[src/hdl/wdr_pkg.sv]
package wdr_pkg;

	// Register indices as printed, byte address is four times the index
	localparam logic [7:0]  KEY_IDX        = 8'ha6;
	localparam logic [7:0]  AUX_IDX        = 8'h8e;
	localparam logic [7:0]  STAT_IDX       = 8'hc0;
	localparam int          ADDR_W         = 12;
	localparam logic [11:0] KEY_ADDR       = {2'b00, KEY_IDX, 2'b00};
	localparam logic [11:0] AUX_ADDR       = {2'b00, AUX_IDX, 2'b00};
	localparam logic [11:0] STAT_ADDR      = {2'b00, STAT_IDX, 2'b00};

	// Service key values
	localparam logic [7:0]  KEY_FIRST      = 8'h1e;
	localparam logic [7:0]  KEY_SECOND     = 8'he1;

	// Auxiliary control layout
	localparam int          AUX_HOLD_BIT   = 4;
	localparam logic [7:0]  AUX_RST        = 8'h00;

	// Counter
	localparam int          CNT_WIDTH      = 14;
	localparam logic [13:0] CNT_MAX        = 14'h3fff;

	// Reset-out pulse timing
	localparam int          CLK_PERIOD_NS  = 10;
	localparam int          OSC_PERIOD_NS  = 10;
	localparam int          RST_PULSE_OSCILLATOR_PERIOD = 98;
	localparam int          RST_PULSE_CYC  = (RST_PULSE_OSCILLATOR_PERIOD * OSC_PERIOD_NS + CLK_PERIOD_NS - 1) / CLK_PERIOD_NS;

	// Power state of the oscillator domain
	typedef enum logic [1:0] {
		PWR_RUN,
		PWR_DOWN,
		PWR_WAKE_HOLD
	} wdr_pwr_e;

	// Status register view
	typedef struct packed {
		logic [23:0] zero;
		logic        rst_pin_level;
		logic        idle_active;
		logic        wake_hold;
		logic        power_down;
		logic        pulse_active;
		logic        key_armed;
		logic        enabled;
		logic        reserved0;
	} wdr_status_s;

endpackage

[src/hdl/wdr_watchdog.sv]
// Function
// - Starts disabled; 1E then E1 enables
// - Enabled counter increments every machine cycle
// - Only reset or overflow disables it
// - Reaching 3FFF overflows and resets device
// - Key pair restarts count from zero
// - Key write-only; counter unreadable, unwritable
// - Overflow drives 98-period high pin pulse
// - Power-down freezes counter
// - Power-down exits on reset or enabled interrupt
// - After wake, hold while interrupt pin low
// - Hold bit clear: counts during idle
// - Hold bit set: freeze during idle
// - Idle ends on interrupt; registers kept
// - Hold bit is aux bit 4, resets zero
//
// Our own choice: register access over APB.
`timescale 1ns/100ps
module wdr_watchdog
	import wdr_pkg::*;
#(
	parameter int CNT_W     = CNT_WIDTH,
	parameter int PULSE_CYC = RST_PULSE_CYC
) (
	input  wire logic                clock,
	input  wire logic                rstn,
	input  wire logic                clk_en,
	input  wire logic [ADDR_W-1:0]   paddr,
	input  wire logic                psel,
	input  wire logic                penable,
	input  wire logic                pwrite,
	input  wire logic [31:0]         pwdata,
	input  wire logic [3:0]          pstrb,
	output logic      [31:0]         prdata,
	output logic                     pready,
	output logic                     pslverr,
	input  wire logic                mach_cycle_stb,
	input  wire logic                idle_enter,
	input  wire logic                pdown_enter,
	input  wire logic                irq_pending,
	input  wire logic [1:0]          ext_wake_en,
	input  wire logic                ext_wake_irq_zero_n,
	input  wire logic                ext_wake_irq_one_n,
	input  wire logic                rst_pin_i,
	output logic                     rst_pin_o,
	output logic                     rst_pin_oe,
	output logic                     device_reset,
	output logic                     idle_active,
	output logic                     osc_stopped
);

	// Elaboration check
	if (CNT_W != CNT_WIDTH || PULSE_CYC < 1 || PULSE_CYC > 65535) begin : g_bad_param
		$error("wdr_watchdog: unsupported parameter value");
	end

	logic [CNT_W-1:0] cnt_r;
	logic [15:0]      pulse_cnt_r;
	logic             enabled_r;
	logic             key_armed_r;
	logic             idle_r;
	logic [7:0]       aux_r;
	logic [31:0]      prdata_r;
	logic             slverr_r;
	wdr_pwr_e         pwr_r;
	wdr_pwr_e         pwr_nxt;
	wdr_status_s      status;
	logic             setup_ph;
	logic             wr_acc;
	logic             key_wr;
	logic             aux_wr;
	logic             service;
	logic             wake_low;
	logic             wake_req;
	logic             hold_idle;
	logic             count_en;
	logic             overflow;
	logic             pulse_on;

	// Bus phases and decode
	assign setup_ph = psel & ~penable;
	assign wr_acc   = clk_en & psel & penable & pwrite;
	assign key_wr   = wr_acc & (paddr == KEY_ADDR) & pstrb[0];
	assign aux_wr   = wr_acc & (paddr == AUX_ADDR) & pstrb[0];
	assign pready   = penable & clk_en;
	assign prdata   = prdata_r;
	assign pslverr  = penable & slverr_r;

	// Key pair completed
	assign service  = key_wr & key_armed_r & (pwdata[7:0] == KEY_SECOND);

	// Wake sources are level, active low, and must be enabled
	assign wake_low = (ext_wake_en[0] & ~ext_wake_irq_zero_n) | (ext_wake_en[1] & ~ext_wake_irq_one_n);
	assign wake_req = wake_low;

	// Counter gating
	assign hold_idle = idle_r & aux_r[AUX_HOLD_BIT];
	assign count_en  = clk_en & enabled_r & mach_cycle_stb & (pwr_r == PWR_RUN) & ~hold_idle & ~service;
	assign overflow  = count_en & (cnt_r == CNT_MAX - 14'h0001);
	assign pulse_on  = (pulse_cnt_r != 16'h0000);

	// Outputs
	assign rst_pin_o    = pulse_on;
	assign rst_pin_oe   = pulse_on;
	assign device_reset = pulse_on;
	assign idle_active  = idle_r;
	assign osc_stopped  = (pwr_r != PWR_RUN);

	// Status view
	always_comb begin
		status               = '0;
		status.enabled       = enabled_r;
		status.key_armed     = key_armed_r;
		status.pulse_active  = pulse_on;
		status.power_down    = (pwr_r == PWR_DOWN);
		status.wake_hold     = (pwr_r == PWR_WAKE_HOLD);
		status.idle_active   = idle_r;
		status.rst_pin_level = rst_pin_i;
	end

	// Read data and error captured in the setup cycle
	always_ff @(posedge clock) begin
		if (!rstn) begin
			prdata_r <= 32'h0000_0000;
			slverr_r <= 1'b0;
		end else if (clk_en && setup_ph) begin
			slverr_r <= 1'b0;
			prdata_r <= 32'h0000_0000; // Key reads back zero
			unique case (paddr)
				KEY_ADDR:  prdata_r <= 32'h0000_0000;
				AUX_ADDR:  prdata_r <= {24'h00_0000, aux_r};
				STAT_ADDR: prdata_r <= status;
				default:   slverr_r <= 1'b1;
			endcase
		end
	end

	// Key sequence tracker
	always_ff @(posedge clock) begin
		if (!rstn) begin
			key_armed_r <= 1'b0;
		end else if (clk_en) begin
			if (pulse_on || overflow) begin
				key_armed_r <= 1'b0;
			end else if (key_wr) begin
				key_armed_r <= (pwdata[7:0] == KEY_FIRST);
			end
		end
	end

	// Enable, one-way until reset or overflow
	always_ff @(posedge clock) begin
		if (!rstn) begin
			enabled_r <= 1'b0;
		end else if (clk_en) begin
			if (overflow) begin
				enabled_r <= 1'b0;
			end else if (service) begin
				enabled_r <= 1'b1;
			end
		end
	end

	// Watchdog counter
	always_ff @(posedge clock) begin
		if (!rstn) begin
			cnt_r <= '0;
		end else if (clk_en) begin
			if (service || overflow) begin
				cnt_r <= '0;
			end else if (count_en) begin
				cnt_r <= cnt_r + CNT_W'(1);
			end
		end
	end

	// Reset-out pulse timer
	always_ff @(posedge clock) begin
		if (!rstn) begin
			pulse_cnt_r <= 16'h0000;
		end else if (clk_en) begin
			if (overflow) begin
				pulse_cnt_r <= 16'(PULSE_CYC);
			end else if (pulse_on) begin
				pulse_cnt_r <= pulse_cnt_r - 16'h0001;
			end
		end
	end

	// Auxiliary control, hold bit only
	always_ff @(posedge clock) begin
		if (!rstn) begin
			aux_r <= AUX_RST;
		end else if (clk_en) begin
			if (overflow) begin
				aux_r <= AUX_RST;
			end else if (aux_wr) begin
				aux_r[AUX_HOLD_BIT] <= pwdata[AUX_HOLD_BIT];
			end
		end
	end

	// Idle mode tracking
	always_ff @(posedge clock) begin
		if (!rstn) begin
			idle_r <= 1'b0;
		end else if (clk_en) begin
			if (irq_pending || overflow) begin
				idle_r <= 1'b0;
			end else if (idle_enter && pwr_r == PWR_RUN) begin
				idle_r <= 1'b1;
			end
		end
	end

	// Power state next value
	always_comb begin
		pwr_nxt = pwr_r;
		unique case (pwr_r)
			PWR_RUN: begin
				if (pdown_enter && !overflow) begin
					pwr_nxt = PWR_DOWN;
				end
			end
			PWR_DOWN: begin
				if (wake_req) begin
					pwr_nxt = PWR_WAKE_HOLD;
				end
			end
			PWR_WAKE_HOLD: begin
				if (!wake_low) begin
					pwr_nxt = PWR_RUN;
				end
			end
		endcase
	end

	// Power state register
	always_ff @(posedge clock) begin
		if (!rstn) begin
			pwr_r <= PWR_RUN;
		end else if (clk_en) begin
			pwr_r <= pwr_nxt;
		end
	end

	// Helper: cycles since the pulse started
	logic [15:0] pulse_age_r;
	always_ff @(posedge clock) begin
		if (!rstn) begin
			pulse_age_r <= 16'h0000;
		end else if (clk_en) begin
			if (overflow) begin
				pulse_age_r <= 16'h0000;
			end else if (pulse_on) begin
				pulse_age_r <= pulse_age_r + 16'h0001;
			end
		end
	end

	// Checks
	property p_start_disabled;
		@(posedge clock) $rose(rstn) |-> !enabled_r && !osc_stopped;
	endproperty
	a_start_disabled: assert property (p_start_disabled) else $error("enabled after reset");

	property p_key_enables;
		@(posedge clock) disable iff (!rstn)
		key_wr && key_armed_r && pwdata[7:0] == KEY_SECOND |=> enabled_r && cnt_r == '0;
	endproperty
	a_key_enables: assert property (p_key_enables) else $error("key pair did not enable");

	property p_key_arms;
		@(posedge clock) disable iff (!rstn)
		key_wr && pwdata[7:0] == KEY_FIRST && !pulse_on && !overflow |=> key_armed_r;
	endproperty
	a_key_arms: assert property (p_key_arms) else $error("first key byte did not arm");

	property p_counts;
		@(posedge clock) disable iff (!rstn)
		count_en && !overflow |=> cnt_r == $past(cnt_r) + CNT_W'(1);
	endproperty
	a_counts: assert property (p_counts) else $error("counter did not advance");

	property p_no_disable;
		@(posedge clock) disable iff (!rstn)
		enabled_r && !overflow |=> enabled_r;
	endproperty
	a_no_disable: assert property (p_no_disable) else $error("disabled without overflow");

	property p_overflow_pulse;
		@(posedge clock) disable iff (!rstn)
		overflow |=> device_reset && rst_pin_oe && !enabled_r && cnt_r == '0;
	endproperty
	a_overflow_pulse: assert property (p_overflow_pulse) else $error("overflow did not start reset");

	property p_key_readback;
		@(posedge clock) disable iff (!rstn)
		clk_en && setup_ph && paddr == KEY_ADDR |=> prdata == 32'h0000_0000;
	endproperty
	a_key_readback: assert property (p_key_readback) else $error("key register readable");

	property p_pulse_len;
		@(posedge clock) disable iff (!rstn)
		$fell(rst_pin_o) |-> pulse_age_r == 16'(PULSE_CYC);
	endproperty
	a_pulse_len: assert property (p_pulse_len) else $error("reset pulse length wrong");

	property p_pdown_frozen;
		@(posedge clock) disable iff (!rstn)
		osc_stopped && !service |=> $stable(cnt_r);
	endproperty
	a_pdown_frozen: assert property (p_pdown_frozen) else $error("counter moved while stopped");

	property p_wake_hold;
		@(posedge clock) disable iff (!rstn)
		clk_en && pwr_r == PWR_WAKE_HOLD && wake_low |=> pwr_r == PWR_WAKE_HOLD;
	endproperty
	a_wake_hold: assert property (p_wake_hold) else $error("wake hold left while pin low");

	property p_idle_hold;
		@(posedge clock) disable iff (!rstn)
		idle_r && aux_r[AUX_HOLD_BIT] && !service && !overflow |=> $stable(cnt_r);
	endproperty
	a_idle_hold: assert property (p_idle_hold) else $error("counter moved in held idle");

	property p_idle_counts;
		@(posedge clock) disable iff (!rstn)
		clk_en && idle_r && !aux_r[AUX_HOLD_BIT] && enabled_r && mach_cycle_stb && pwr_r == PWR_RUN && !key_wr
		|-> count_en;
	endproperty
	a_idle_counts: assert property (p_idle_counts) else $error("counter stopped in idle");

	property p_bad_key;
		@(posedge clock) disable iff (!rstn)
		clk_en && key_wr && pwdata[7:0] != KEY_FIRST |=> !key_armed_r;
	endproperty
	a_bad_key: assert property (p_bad_key) else $error("sequence not abandoned");

	// Clock enable low freezes the counting state
	property p_clk_en_freeze;
		@(posedge clock) disable iff (!rstn)
		!clk_en |=> $stable(cnt_r) && $stable(enabled_r) && $stable(pulse_cnt_r) && $stable(pwr_r);
	endproperty
	a_clk_en_freeze: assert property (p_clk_en_freeze) else $error("state moved with enable low");

endmodule

[config.mk]
export PLATFORM = sky130hd
export DESIGN_NAME = wdr_watchdog
export DESIGN_NICKNAME = d
export VERILOG_FILES = /design/src/hdl/wdr_pkg.sv /design/src/hdl/wdr_watchdog.sv
export SDC_FILE = /design/constraint.sdc
export NUM_CORES = 1
export LEC_CHECK = 0
export ABC_AREA = 1
export CORE_ASPECT_RATIO = 1.25
export CORE_UTILIZATION = 45
export DETAILED_ROUTE_END_ITERATION = 8
export DONT_BUFFER_PORTS = 1
export PLACE_DENSITY = 0.65
export SETUP_SLACK_MARGIN = 0.2
export SLEW_MARGIN = 20
export SYNTH_ARGS = -nofsm -noshare
export SYNTH_HDL_FRONTEND = slang
export SYNTH_SLANG_ARGS = --single-unit
[constraint.sdc]
create_clock -name clock -period 2.1 [get_ports clock]
set_input_delay 0.42 -clock clock [delete_from_list [all_inputs] [get_ports clock]]
set_output_delay 0.42 -clock clock [all_outputs]
set_load 0.005 [all_outputs]
==> results.py <==
metrics = {
    "placement": {
        "dp_hpwl_mm": 4.71,
        "portBuffers": 0,
        "gp_routability_congestion": 0.898,
    },
    "floorplan": {
        "core_region_area_um2": 6290,
        "row_count": 32,
        "num_io_pins": 102,
        "dieArea_um2": 6950,
        "die_width_um": 74.8,
        "die_y_um": 93.0,
        "initial_core_util_pct": 47.4,
    },
    "layout": {
        "final_nets": 526,
        "utilization_pct": 52.8,
        "diodes": 0,
        "drive_gt1_share_pct": 21.4,
        "area_growth_pct": 11.4,
    },
    "grt": {
        "grt_antenna_before_repair": 0,
        "grt_pass1_wl_mm": 10.7,
        "grt_max_degree": 23,
        "overflow": 0,
        "grt_pass1_vias": 2523,
        "gr-usage-all-layers_pct": 19.4,
    },
    "min_path": {
        "min_from": "irq_pending",
        "worstHoldPathType": "in -> reg",
        "worstHoldPathCells": 1,
        "holdPathEnd": "idle_active",
    },
    "yosys": {
        "synth_top_area_share_pct": 29.6,
        "synthCells": 439,
        "synth_fa_ha_area_share_pct": 2.52,
        "synth_top_family_by_area": "simple AND/OR/NAND/NOR gates",
        "synthXorXnorAreaFrac_pct": 4.11,
        "avgSynthCellArea_um2": 6.79,
        "ys_warn_count": 0,
        "synth_compound_area_share_pct": 9.95,
        "yosysTopAreaCell": "dfxtp_1",
        "ys_seq_area_share_pct": 29.6,
        "synth_edf_count": 0,
        "synth_area_leaders": "dfxtp_1 (30%), nand2_1 (11%), inv_1 (8.2%), buf_4 (6.8%), nor2_1 (5.8%)",
        "synth_common_cells": "nand2_1 (85), inv_1 (65), nor2_1 (46)",
        "synthMuxAreaShare_pct": 0.336,
        "syn_area_um2": 2980,
        "synthSimpleGateAreaFrac_pct": 35.8,
        "yosysUniqueCellTypes": 42,
        "synth-async-reset-ratio_pct": 0,
        "synth.most_common_cell": "nand2_1",
        "ys_seq_elements": 44,
        "synth_ff_type": "dfxtp_1",
    },
    "worst_setup_path": {
        "cp-end-kind": "output port",
        "critPathKind": "reg -> out",
        "crit_chain": "inv_4 > ha_4 > nand2_4 > nor2_4 > nand3_2 > nor3_4 > inv_2",
        "r2r_end": "pulse_cnt_r[14]",
        "cp_num_buf_inv": 2,
        "worstPathRequired_ps": 1680,
        "arrival_ps": 1400,
        "start_kind": "flip-flop",
        "cpPeakStageDelay_ps": 350,
        "r2r-start": "pwr_r[1]",
        "critPathSlowestCell": "dfxtp_2",
        "path_delay_family": "simple AND/OR/NAND/NOR gates",
        "ff2ff_setup_slack_ps": 290,
        "cp_max_fo": 5,
        "ff2ff_path_depth": 13,
    },
    "route": {
        "wl_per_cell_um": 11.9,
        "final_antenna_net_count": 0,
        "routed_wl_mm": 6.46,
        "drc": 0,
        "via_per_inst": 4.83,
        "drt_iter0_drc": 105,
        "dr.pass1.iters": 4,
        "num_vias": 2620,
    },
    "sta": {
        "max_freq_mhz": 549,
        "clock_skew_ps": 7.55,
        "period_needed_ps": 1820,
        "maxSlewViolCount": 0,
        "hold_viol": 0,
        "finalSetupViolations": 0,
        "rsz0062_at_grt": "false",
        "fin_crit_sh_pct": 86.7,
        "setup_tns_ps": 0,
        "hold-worst-slack_ps": 245,
    },
    "clock_tree": {
        "cts_inserted_buffers": 5,
        "clk_pin_slew_ps": 90,
        "cts_buffer_depth": 2,
        "cts-root-buf": "clkbuf_8",
        "htree_levels": 2,
        "clkLatencyLatePin_ps": 300,
        "cts_tree": "built",
        "cts.sink_count": 44,
    },
    "job": {
        "drv_cap": 0,
    },
    "pwr": {
        "peakVddDrop_mv": 0.858,
        "power_density_nw_per_um2": 1160,
        "leakagePower_nw": 1.47,
    },
    "outcome": {
        "status": "complete, no violations",
    },
}
==> repair_timing <==
| item | 4_1_cts | 5_1_grt |
|---|---|---|
| gates cloned | 1 | 1 |
| endpoints found under the setup margin | 18 | 28 |
| hold buffers | 0 | 0 |
| buffers inserted | 6 | 8 |
| gates resized for setup | 10 | 26 |
| pin swaps | 5 | 14 |
| endpoints found under the hold margin | 0 | 0 |
==> worst max-delay path by stage <==
stage	startpoint	endpoint	slack [ps]	depth (start not counted)
finish	pulse_cnt_r[0]	rst_pin_o	280	7
global route	pwr_r[1]	pulse_cnt_r[6]	170	13
CTS	pwr_r[0]	pulse_cnt_r[7]	190	13
detailed placement	pwr_r[0]	pulse_cnt_r[12]	120	12
global placement	pwr_r[0]	pulse_cnt_r[12]	170	12
floorplan	pulse_cnt_r[0]	rst_pin_o	260	8
==> flip-flops by register name (all words and copies together), names as in the netlist <==
name and count:
idle_active 1, cnt_r 14, aux_r 1, pulse_cnt_r 16, pwr_r 2, enabled_r 1
slverr_r 1, prdata 7, key_armed_r 1
==> metal layers <==
metal	track usage, %	wire, um	vias to the layer above
met2	34.5	3420	38
met3	3.77	152	6
met5	0	0	-
met1	22.9	2820	1201
li1	-	-	1375
met4	5.97	68	0
==> power breakdown <==
part           internal, mW  switching (mW)
clock network         0.359           0.311
logic                 0.874            1.20
registers             0.971           0.141
total                  2.20            1.65
==> area by class of cell <==
cell class                 instances  area [um^2]
clock inverter                     3         46.3
timing repair buffer              20          180
clock buffer                       5         68.8
sequential                        44          888
inverter                          68          260
fill                             635         2970
multi-input combinational        318         1770
tap                               85          106
==> metrics by stage <==
| step | area [um^2] | power, mW | instances | setup slack (ps) |
|---|---|---|---|---|
| after global placement | 2950 | 2.71 | 519 | 169 |
| after detailed placement | 2950 | 2.73 | 519 | 120 |
| after global routing | 3320 | 4.16 | 543 | 167 |
| after CTS | 3160 | 3.67 | 534 | 191 |
| final | 3320 | 3.85 | 543 | 279 |
| after floorplan | 3070 | 2.63 | 463 | 265 |
==> worst reg2reg max path, cell delays in order (launching register included) <==
cell       delay [ps]
dfxtp_2           340
inv_2              80
ha_4              140
inv_2              50
nor2_2             90
nand2_2            90
inv_4              80
nand2_2            60
nor2_4            130
nand2_4            90
a21oi_4           200
clkbuf_16         190
nand3_2            70
a21oi_2           130
==> logic make-up after synthesis <==
family                     Yosys count
AOI/OAI and AO/OA                   48
xor gates and xnor gates            14
adders and majority gates            6
buffers and inverters              102
DFF                                 44
muxes                                1
other                                1
and+or+nand+nor                    223
==> placed cells by master (no fill, tap or decap), types with 9 or more instances in the layout <==
cell	synthesis	layout
nand2_1	85	82
inv_1	65	58
nor2_1	46	44
dfxtp_1	44	38
nand3_1	31	25
conb_1	1	25
a21oi_1	22	21
nand2_2	16	18
buf_4	27	18
nor3_1	15	14
xor2_1	12	12
nand4_1	10	10
a21oi_2	9	10
o21ai_0	10	9
Note: power is estimated with default switching activity, not from simulation.
